--- src/verilog/wake_event_pkg.sv ---
// Package with register offsets, field positions, reset values and carrier types of the wake-event register bank.
package wake_event_pkg;

	// Direct register addresses on the plain register port.
	localparam logic [7:0] ADDR_IND_CTRL0 = 8'h6e;
	localparam logic [7:0] ADDR_IND_CTRL1 = 8'h6f;
	localparam logic [7:0] ADDR_IND_DATA = 8'ha0;
	localparam logic [7:0] ADDR_GLOBAL_CTRL = 8'h70;
	localparam logic [7:0] ADDR_IRQ_STATUS = 8'h71;
	localparam logic [7:0] ADDR_IRQ_CLEAR = 8'h72;
	localparam logic [7:0] ADDR_IRQ_ENABLE = 8'h73;

	// Indirect control 0 fields.
	localparam int FUNC_SEL_MSB = 7;
	localparam int FUNC_SEL_LSB = 5;
	localparam logic [2:0] FUNC_WAKE_EVENT = 3'h4;
	localparam int PORT_SEL_MSB = 3;
	localparam int PORT_SEL_LSB = 0;
	localparam logic [3:0] PORT_GLOBAL = 4'h0;
	localparam logic [3:0] PORT_FIRST = 4'h1;
	localparam logic [3:0] PORT_LAST = 4'h3;

	// Indirect byte offsets.
	localparam logic [7:0] OFS_STATUS_MSB = 8'h00;
	localparam logic [7:0] OFS_STATUS_LSB = 8'h03;
	localparam logic [7:0] OFS_MASK_MSB = 8'h04;
	localparam logic [7:0] OFS_MASK_LSB = 8'h07;

	// Event bit positions, shared by status and mask.
	localparam int EV_ENERGY = 0;
	localparam int EV_LINK_UP = 1;
	localparam int EV_MAGIC = 2;
	localparam int NUM_EVENTS = 3;

	// Global control fields: polarity and enable.
	localparam int GBL_POLARITY = 0;
	localparam int GBL_ENABLE = 1;

	// Reset values.
	localparam logic [7:0] IND_CTRL_RESET = 8'h00;
	localparam logic [2:0] EVENT_RESET = 3'h0;
	localparam logic [1:0] GLOBAL_RESET = 2'h0;

	// Plain register port request.
	typedef struct packed {
		logic [7:0] addr;
		logic [7:0] wdata;
		logic wr;
		logic rd;
	} reg_req_t;

	// Per-port detected event pulses.
	typedef struct packed {
		logic magic;
		logic link_up;
		logic energy;
	} event_in_t;

endpackage

--- src/verilog/wake_event_indirect_regs.sv ---
// Wake-event register bank reached through an indirect byte access scheme.
// Summary of operation
// - Function select 100 in control 0 bits 7:5 routes indirect access to wake registers.
// - Control 0 bits 3:0 pick the port; values 1 to 3 are ports one to three.
// - Control 1 holds an eight-bit byte offset into the indirect register.
// - Status offsets 0 to 3 map MSB byte down to LSB byte.
// - Mask offsets 4 to 7 map MSB byte down to LSB byte.
// - Indirect data register reads and writes the selected byte.
// - Status bit 2 sets on magic packet, write one clears it.
// - Status bit 1 sets on link-up, write one clears, resets zero.
// - Status bit 0 sets on energy, write one clears, resets zero.
// - Polarity zero, the reset value, makes the wake output active low.
// - Polarity one makes it active high; cleared enable keeps the output inactive.
// - Each mask bit lets its event assert the wake output.
//
// Strobed register access was left to the implementer.
`timescale 1ns/1ps
module wake_event_indirect_regs #(
	parameter int NUM_PORTS = 3
) (
	// Clock and reset.
	input wire logic clk_i,
	input wire logic resetn_i,
	// Register port.
	input wire logic [7:0] addr_i,
	input wire logic [7:0] wdata_i,
	input wire logic wr_i,
	input wire logic rd_i,
	output logic [7:0] rdata_o,
	// Event detectors, one entry per port.
	input wire wake_event_pkg::event_in_t [NUM_PORTS-1:0] events_i,
	// Wake output pin and interrupt.
	output logic power_wake_event_o,
	output logic irq_o
);
	import wake_event_pkg::*;

	// Elaboration check: only ports one to three are addressable, and interrupt bits share one byte.
	if (NUM_PORTS < 1 || NUM_PORTS > int'(PORT_LAST)) begin : g_bad_ports
		$error("NUM_PORTS must be between 1 and 3.");
	end

	// Bank state: indirect controls, global control, interrupt regs, output pin.
	typedef struct packed {
		logic [7:0] ctrl0;
		logic [7:0] ctrl1;
		logic [1:0] gbl;
		logic [NUM_PORTS-1:0] irq_status;
		logic [NUM_PORTS-1:0] irq_enable;
		logic [7:0] rdata;
		logic pin;
	} bank_state_t;

	bank_state_t state_reg;
	bank_state_t state_next;

	logic [NUM_PORTS-1:0][2:0] status;
	logic [NUM_PORTS-1:0][2:0] mask;
	logic [NUM_PORTS-1:0][2:0] status_clr;
	logic [NUM_PORTS-1:0] mask_wr;
	logic [NUM_PORTS-1:0] port_event;
	logic sel_wake;
	logic sel_port_ok;
	logic [3:0] port_idx;
	logic [31:0] status_word;
	logic [31:0] mask_word;
	logic [1:0] byte_sel;
	logic is_status_ofs;
	logic is_mask_ofs;
	logic [7:0] sel_byte;
	logic data_wr;
	logic wake_active;

	// Decode of the indirect selection.
	always_comb begin
		sel_wake = state_reg.ctrl0[FUNC_SEL_MSB:FUNC_SEL_LSB] == FUNC_WAKE_EVENT;
		port_idx = state_reg.ctrl0[PORT_SEL_MSB:PORT_SEL_LSB];
		sel_port_ok = port_idx >= PORT_FIRST && port_idx <= PORT_LAST && port_idx <= 4'(NUM_PORTS);
		is_status_ofs = state_reg.ctrl1 <= OFS_STATUS_LSB;
		is_mask_ofs = state_reg.ctrl1 >= OFS_MASK_MSB && state_reg.ctrl1 <= OFS_MASK_LSB;
		byte_sel = state_reg.ctrl1[1:0];
		data_wr = wr_i && addr_i == ADDR_IND_DATA && sel_wake && sel_port_ok;
	end

	// Selected port words and the byte chosen by the offset.
	always_comb begin
		status_word = '0;
		mask_word = '0;
		for (int p = 0; p < NUM_PORTS; p++) begin
			if (port_idx == 4'(p + 1)) begin
				status_word = {29'h0, status[p]};
				mask_word = {29'h0, mask[p]};
			end
		end
		sel_byte = 8'h00;
		if (is_status_ofs) begin
			sel_byte = status_word[8'(3 - byte_sel) * 8 +: 8];
		end else if (is_mask_ofs) begin
			sel_byte = mask_word[8'(3 - byte_sel) * 8 +: 8];
		end
	end

	// Write strobes into the port registers; only the low byte carries event bits.
	always_comb begin
		for (int p = 0; p < NUM_PORTS; p++) begin
			status_clr[p] = 3'h0;
			mask_wr[p] = 1'b0;
			if (data_wr && port_idx == 4'(p + 1) && byte_sel == 2'h3) begin
				status_clr[p] = is_status_ofs ? wdata_i[2:0] : 3'h0;
				mask_wr[p] = is_mask_ofs;
			end
		end
	end

	// One register pair per port.
	for (genvar p = 0; p < NUM_PORTS; p++) begin : g_port
		wake_port_regs u_port (
			.clk_i(clk_i),
			.resetn_i(resetn_i),
			.event_i(events_i[p]),
			.status_clr_i(status_clr[p]),
			.mask_wr_i(mask_wr[p]),
			.mask_wdata_i(wdata_i[2:0]),
			.status_o(status[p]),
			.mask_o(mask[p])
		);
		assign port_event[p] = |(status[p] & mask[p]);
	end

	// Wake condition from all ports.
	always_comb begin
		wake_active = 1'b0;
		for (int p = 0; p < NUM_PORTS; p++) begin
			wake_active = wake_active | port_event[p];
		end
	end

	// Register port, interrupt flags and output pin next state.
	always_comb begin
		state_next = state_reg;
		if (wr_i) begin
			if (addr_i == ADDR_IND_CTRL0) begin
				state_next.ctrl0 = wdata_i;
			end else if (addr_i == ADDR_IND_CTRL1) begin
				state_next.ctrl1 = wdata_i;
			end else if (addr_i == ADDR_GLOBAL_CTRL) begin
				state_next.gbl = wdata_i[1:0];
			end else if (addr_i == ADDR_IRQ_CLEAR) begin
				state_next.irq_status = state_reg.irq_status & ~wdata_i[NUM_PORTS-1:0];
			end else if (addr_i == ADDR_IRQ_ENABLE) begin
				state_next.irq_enable = wdata_i[NUM_PORTS-1:0];
			end
		end
		// Set of a port's interrupt flag wins over a clear.
		state_next.irq_status = state_next.irq_status | port_event;
		state_next.rdata = 8'h00;
		if (rd_i) begin
			if (addr_i == ADDR_IND_CTRL0) begin
				state_next.rdata = state_reg.ctrl0;
			end else if (addr_i == ADDR_IND_CTRL1) begin
				state_next.rdata = state_reg.ctrl1;
			end else if (addr_i == ADDR_IND_DATA) begin
				state_next.rdata = (sel_wake && sel_port_ok) ? sel_byte : 8'h00;
			end else if (addr_i == ADDR_GLOBAL_CTRL) begin
				state_next.rdata = {6'h0, state_reg.gbl};
			end else if (addr_i == ADDR_IRQ_STATUS) begin
				state_next.rdata = 8'(state_reg.irq_status);
			end else if (addr_i == ADDR_IRQ_ENABLE) begin
				state_next.rdata = 8'(state_reg.irq_enable);
			end
		end
		// Pin level: asserted level follows polarity, idle is the opposite.
		if (state_reg.gbl[GBL_ENABLE] && wake_active) begin
			state_next.pin = state_reg.gbl[GBL_POLARITY];
		end else begin
			state_next.pin = ~state_reg.gbl[GBL_POLARITY];
		end
	end

	// State register; pin idles high because polarity resets to active low.
	always_ff @(posedge clk_i or negedge resetn_i) begin
		if (!resetn_i) begin
			state_reg <= '{ctrl0: IND_CTRL_RESET, ctrl1: IND_CTRL_RESET, gbl: GLOBAL_RESET,
				irq_status: '0, irq_enable: '0, rdata: 8'h00, pin: 1'b1};
		end else begin
			state_reg <= state_next;
		end
	end

	assign rdata_o = state_reg.rdata;
	assign power_wake_event_o = state_reg.pin;
	assign irq_o = |(state_reg.irq_status & state_reg.irq_enable);
endmodule // wake_event_indirect_regs

--- src/verilog/wake_port_regs.sv ---
// Per-port sticky wake-event status and mask register pair.
`timescale 1ns/1ps
module wake_port_regs (
	// Clock and reset.
	input wire logic clk_i,
	input wire logic resetn_i,
	// Detected events of this port.
	input wire wake_event_pkg::event_in_t event_i,
	// Software write-one-to-clear and mask write.
	input wire logic [2:0] status_clr_i,
	input wire logic mask_wr_i,
	input wire logic [2:0] mask_wdata_i,
	// Register contents.
	output logic [2:0] status_o,
	output logic [2:0] mask_o
);
	import wake_event_pkg::*;

	typedef struct packed {
		logic [2:0] status;
		logic [2:0] mask;
	} port_state_t;

	port_state_t state_reg;
	port_state_t state_next;
	logic [2:0] ev;

	// Set wins over a clear in the same cycle.
	always_comb begin
		ev = '0;
		ev[EV_MAGIC] = event_i.magic;
		ev[EV_LINK_UP] = event_i.link_up;
		ev[EV_ENERGY] = event_i.energy;
		state_next = state_reg;
		state_next.status = (state_reg.status & ~status_clr_i) | ev;
		if (mask_wr_i) begin
			state_next.mask = mask_wdata_i;
		end
	end

	// State register.
	always_ff @(posedge clk_i or negedge resetn_i) begin
		if (!resetn_i) begin
			state_reg <= '{status: EVENT_RESET, mask: EVENT_RESET};
		end else begin
			state_reg <= state_next;
		end
	end

	assign status_o = state_reg.status;
	assign mask_o = state_reg.mask;
endmodule // wake_port_regs

--- config.mk ---
export PLATFORM = sky130hd
export DESIGN_NAME = wake_event_indirect_regs
export DESIGN_NICKNAME = d
export VERILOG_FILES = /design/src/verilog/wake_event_pkg.sv /design/src/verilog/wake_event_indirect_regs.sv /design/src/verilog/wake_port_regs.sv
export SDC_FILE = /design/constraint.sdc
export NUM_CORES = 1
export LEC_CHECK = 0
export ABC_AREA = 1
export CORE_ASPECT_RATIO = 0.8
export CORE_UTILIZATION = 50
export CTS_CLUSTER_SIZE = 30
export DETAILED_ROUTE_END_ITERATION = 7
export DONT_BUFFER_PORTS = 1
export PLACE_DENSITY_LB_ADDON = 0.05
export SLEW_MARGIN = 30
export SYNTH_ARGS = -nofsm -noshare
export SYNTH_HDL_FRONTEND = slang
export SYNTH_HIERARCHICAL = 1
export SYNTH_SLANG_ARGS = --single-unit
export TNS_END_PERCENT = 1
--- constraint.sdc ---
create_clock -name clk_i -period 4.5 [get_ports clk_i]
set_clock_uncertainty 0.15 [all_clocks]
set_input_delay 0.9 -clock clk_i [delete_from_list [all_inputs] [get_ports clk_i]]
set_output_delay 0.9 -clock clk_i [all_outputs]
set_load 0.01 [all_outputs]
==> out/summary.md <==
* **slew at the pin closest to its max-slew limit** 506 ps
* **post-synthesis sequential area ratio** 45.6%
* **core area** 0.00521 mm²
* **flops & latches, synth** 51
* **Bufs and invs on worst path** 1
* **number of nets in the synthesized netlist** 396
* **antenna fix cells** 0
* **Worst-path clk slew** 90 ps
* **crit share post-route** 52.5%
* **drt first pass iters** 5
* **TritonCTS clock tree** built
* **slowest stage cell on the critical path** dfrtp_1
* **number of clock sinks** 51
* **final core occ** 55.2%
* **DRT met1 WL** 3360 µm
* **required time reported for the critical path endpoint** 4550 ps
* **class of the worst hold path** in2async
* **Longest Clk Path Bufs** 2
* **number of pins with negative max-slew slack in the final report** 0
* **Sequential cell area** 0.00128 mm²
* **total grt overflow** 0
* **number of core rows** 23
* **total routed wirelength** 6300 µm
* **highest achievable clock rate** 424 MHz
* **number of instances resized during post-cts repair** 0
* **CTS Buf Count** 5
* **clock insertion delay at the later pin of the skew report** 300 ps
* **count of max-cap constraint violations** 0
* **largest fanout on the critical path** 18
* **flop2flop setup slack** 2140 ps
* **leak pwr** 1.41 nW
* **mean post-synth cell area** 7.63 µm²
* **outcome** finished clean
* **via count of the first global-routing pass** 2056
* **half-perimeter wire length of the detailed placement result** 4630 µm
* **critical path arrival** 2410 ps
* **pin count of the biggest net entering global routing** 52
* **input/output buffers** 0
* **starting density of the core** 53.7%
* **setup repair after global routing missed its margin** no
* **routed via count** 2281
* **final design area excluding fillers** 0.00288 mm²
* **overall die width** 85.7 µm
* **H-Tree Depth** 2
* **global placer's final weighted congestion** 0.924
* **synthesis-to-finish area growth** 2.82%
* **maximum resistive drop on vdd** 232 µV
* **Post-CTS Setup Inserts** 0
* **critical path endpoint category** flop
* **count of endpoints failing hold in the final timing report** 0
* **count of cells along the worst register-to-register path** 9
* **endpoint of the most critical register-to-register path** g_port[0].u_port/mask_o[0]$_DFFE_PN0P_
* **via count normalized by instance count** 5.22
* **Post-Route Setup TNS** 0 ps
* **category of cells accounting for the largest share of critical-path delay** simple AND/OR/NAND/NOR gates
* **routed wire length on met3** 309 µm
* **count of warnings emitted by yosys** 6
* **vertical extent of the die** 68.9 µm
* **overall fraction of global-route tracks in use** 23.4%
* **final net count** 390
* **total of fill cells in the finished design** 510
* **placed standard-cell area** 0.00280 mm²
* **Critical Path Max Stage Delay** 440 ps
* **first-iteration detailed-routing DRC count** 171
* **# IOs** 39
* **path length in cells of the critical path** 9
* **detailed-routed wire length on met2** 2600 µm
* **worst setup path startpoint** port_idx[2]$_DFFE_PN0P_
* **residual antenna-violating net count after detailed routing** 0
* **final setup violation count** 0
* **headroom to the max-slew limit** 66.3%
* **first-pass GRT wire length** 10400 µm
* **share of layout cells above drive strength 1** 11.6%
* **highest layer used for signal routing** met4
* **final critical delay including setup and external delays** 2360 ps
* **kind of start point of the critical path** flop
* **power per unit of standard cell area** 279 mW/mm²
* **startpoint of the worst register-to-register path** port_idx[2]$_DFFE_PN0P_
* **end point of the critical path** g_port[0].u_port/mask_o[0]$_DFFE_PN0P_
* **critical path cell sequence** nor2_4 -> nand4_1 -> nand2b_4 -> nor2_2 -> nand4_1 -> nor2_1 -> inv_2 -> nand2_1 -> nand2_1
* **Total Die Area** 0.00590 mm²
* **post-synth design cell area** 0.00280 mm²
* **hold buffers post-CTS** 0
* **unique cell type count in the Yosys netlist** 32
* **type of the worst setup path** reg2reg
* **number of flip-flops under the largest register name** 18
* **post-route DRC violation count** 0
* **area of the multi-input gates** 0.00121 mm²
* **antenna violations before repair** 0
* **Clock Root Buffer** clkbuf_8
* **cell count after synthesis** 367
* **average wire length per cell after detail routing** 14.4 µm
## routing by layer
metal	track usage, %	vias up
met1	36.5	1064
met3	4.29	4
li1	-	1140
met5	0	-
met4	5.00	0
met2	33.6	73
## worst reg2reg max path, cell delays in order (launching register included)
cell and delay [ps]:
dfrtp_1 440, nor2_4 360, nand4_1 240, nand2b_4 200, nor2_2 140, nand4_1 210, nor2_1 320, inv_2 80
nand2_1 70, nand2_1 50
## per-stage QoR
| step | worst slack [ps] | hold slack, ps | std cells | total power [mW] |
|---|---|---|---|---|
| 4_1_cts | 2200 | 122 | 437 | 0.809 |
| 3_3_place_gp | 2020 | 307 | 429 | 0.552 |
| 2_1_floorplan | 2210 | 279 | 367 | 0.540 |
| 6_report | 2140 | 137 | 437 | 0.802 |
| 3_5_place_dp | 1920 | 312 | 429 | 0.553 |
| 5_1_grt | 1900 | 115 | 437 | 0.836 |
## Yosys cell counts
cell type / instances / share of area, %
or2_1: 1 / 0.22
o21ai_1: 15 / 2.7
or3_4: 1 / 0.40
a22o_1: 1 / 0.31
nand2_4: 2 / 0.80
a211oi_1: 1 / 0.27
o21ai_0: 9 / 1.6
nor3_2: 1 / 0.36
nand3_1: 15 / 2.7
a21oi_1: 14 / 2.5
dfstp_2: 1 / 0.94
nor3_1: 7 / 1.3
nand4_1: 12 / 2.7
nand4_4: 1 / 0.76
buf_4: 10 / 2.7
buf_6: 1 / 0.40
o211ai_1: 2 / 0.54
buf_2: 2 / 0.36
nor2_1: 23 / 3.1
nor2_4: 4 / 1.6
nand2b_4: 1 / 0.49
o21bai_1: 2 / 0.54
o21ai_2: 8 / 2.5
clkinv_2: 1 / 0.18
dfrtp_1: 50 / 45
nand2_2: 3 / 0.67
inv_2: 8 / 1.1
inv_1: 48 / 6.4
nor2_2: 4 / 0.89
xor2_1: 1 / 0.31
nand3_2: 1 / 0.36
nand2_1: 117 / 16
## cells by family after synthesis
family | after synthesis | share of synthesized area (%)
flip-flops | 51 | 45.6
AO/OA/AOI/OAI | 52 | 11.0
buffers and inverters | 70 | 11.1
XOR/XNOR | 1 | 0.313
AND/OR/NAND/NOR | 193 | 32.0
## final cells by class
| cell class | instances | share of cell area (%) |
|---|---|---|
| clock buffer | 7 | 2.65 |
| clock inverter | 1 | 0.174 |
| inverter | 57 | 7.48 |
| multi-input combinational | 246 | 42.0 |
| sequential | 51 | 44.4 |
| tap | 75 | 3.26 |
## cell usage in the layout (no fill, tap or decap), drive strengths merged
| master | n |
|---|---|
| nand2 | 122 |
| or3 | 1 |
| inv | 56 |
| dfrtp | 50 |
| nand4 | 13 |
| a22o | 1 |
| or2 | 1 |
| a21oi | 14 |
| clkbuf | 7 |
| nor3 | 8 |
| nand3 | 16 |
| o211ai | 2 |
| clkinv | 2 |
| xor2 | 1 |
| dfstp | 1 |
| nand2b | 1 |
| o21bai | 2 |
| o21ai | 32 |
| a211oi | 1 |
| nor2 | 31 |
## power breakdown
group          switching, mW  internal [mW]  total (mW)
logic                 0.0436         0.0198      0.0633
clock network          0.147          0.110       0.256
registers             0.0130          0.469       0.482
total                  0.203          0.598       0.802
## how the worst min path moves through the flow
| stage | depth (start not counted) | to | slack, ps | from |
|---|---|---|---|---|
| final | 0 | rdata_o[4]$_DFF_PN0_ | 140 | resetn_i |
| after global routing | 0 | rdata_o[4]$_DFF_PN0_ | 110 | resetn_i |
| after CTS | 0 | g_port[0].u_port/mask_o[0]$_DFFE_PN0P_ | 120 | resetn_i |
| after detailed placement | 2 | g_port[2].u_port/mask_o[1]$_DFFE_PN0P_ | 310 | g_port[2].u_port/mask_o[1]$_DFFE_PN0P_ |
| after global placement | 2 | g_port[2].u_port/mask_o[1]$_DFFE_PN0P_ | 310 | g_port[2].u_port/mask_o[1]$_DFFE_PN0P_ |
| after floorplan | 1 | power_wake_event_o$_DFF_PN1_ | 280 | state_reg[15]$_DFFE_PN0P_ |
No activity file was read; power rests on OpenSTA's default activity.
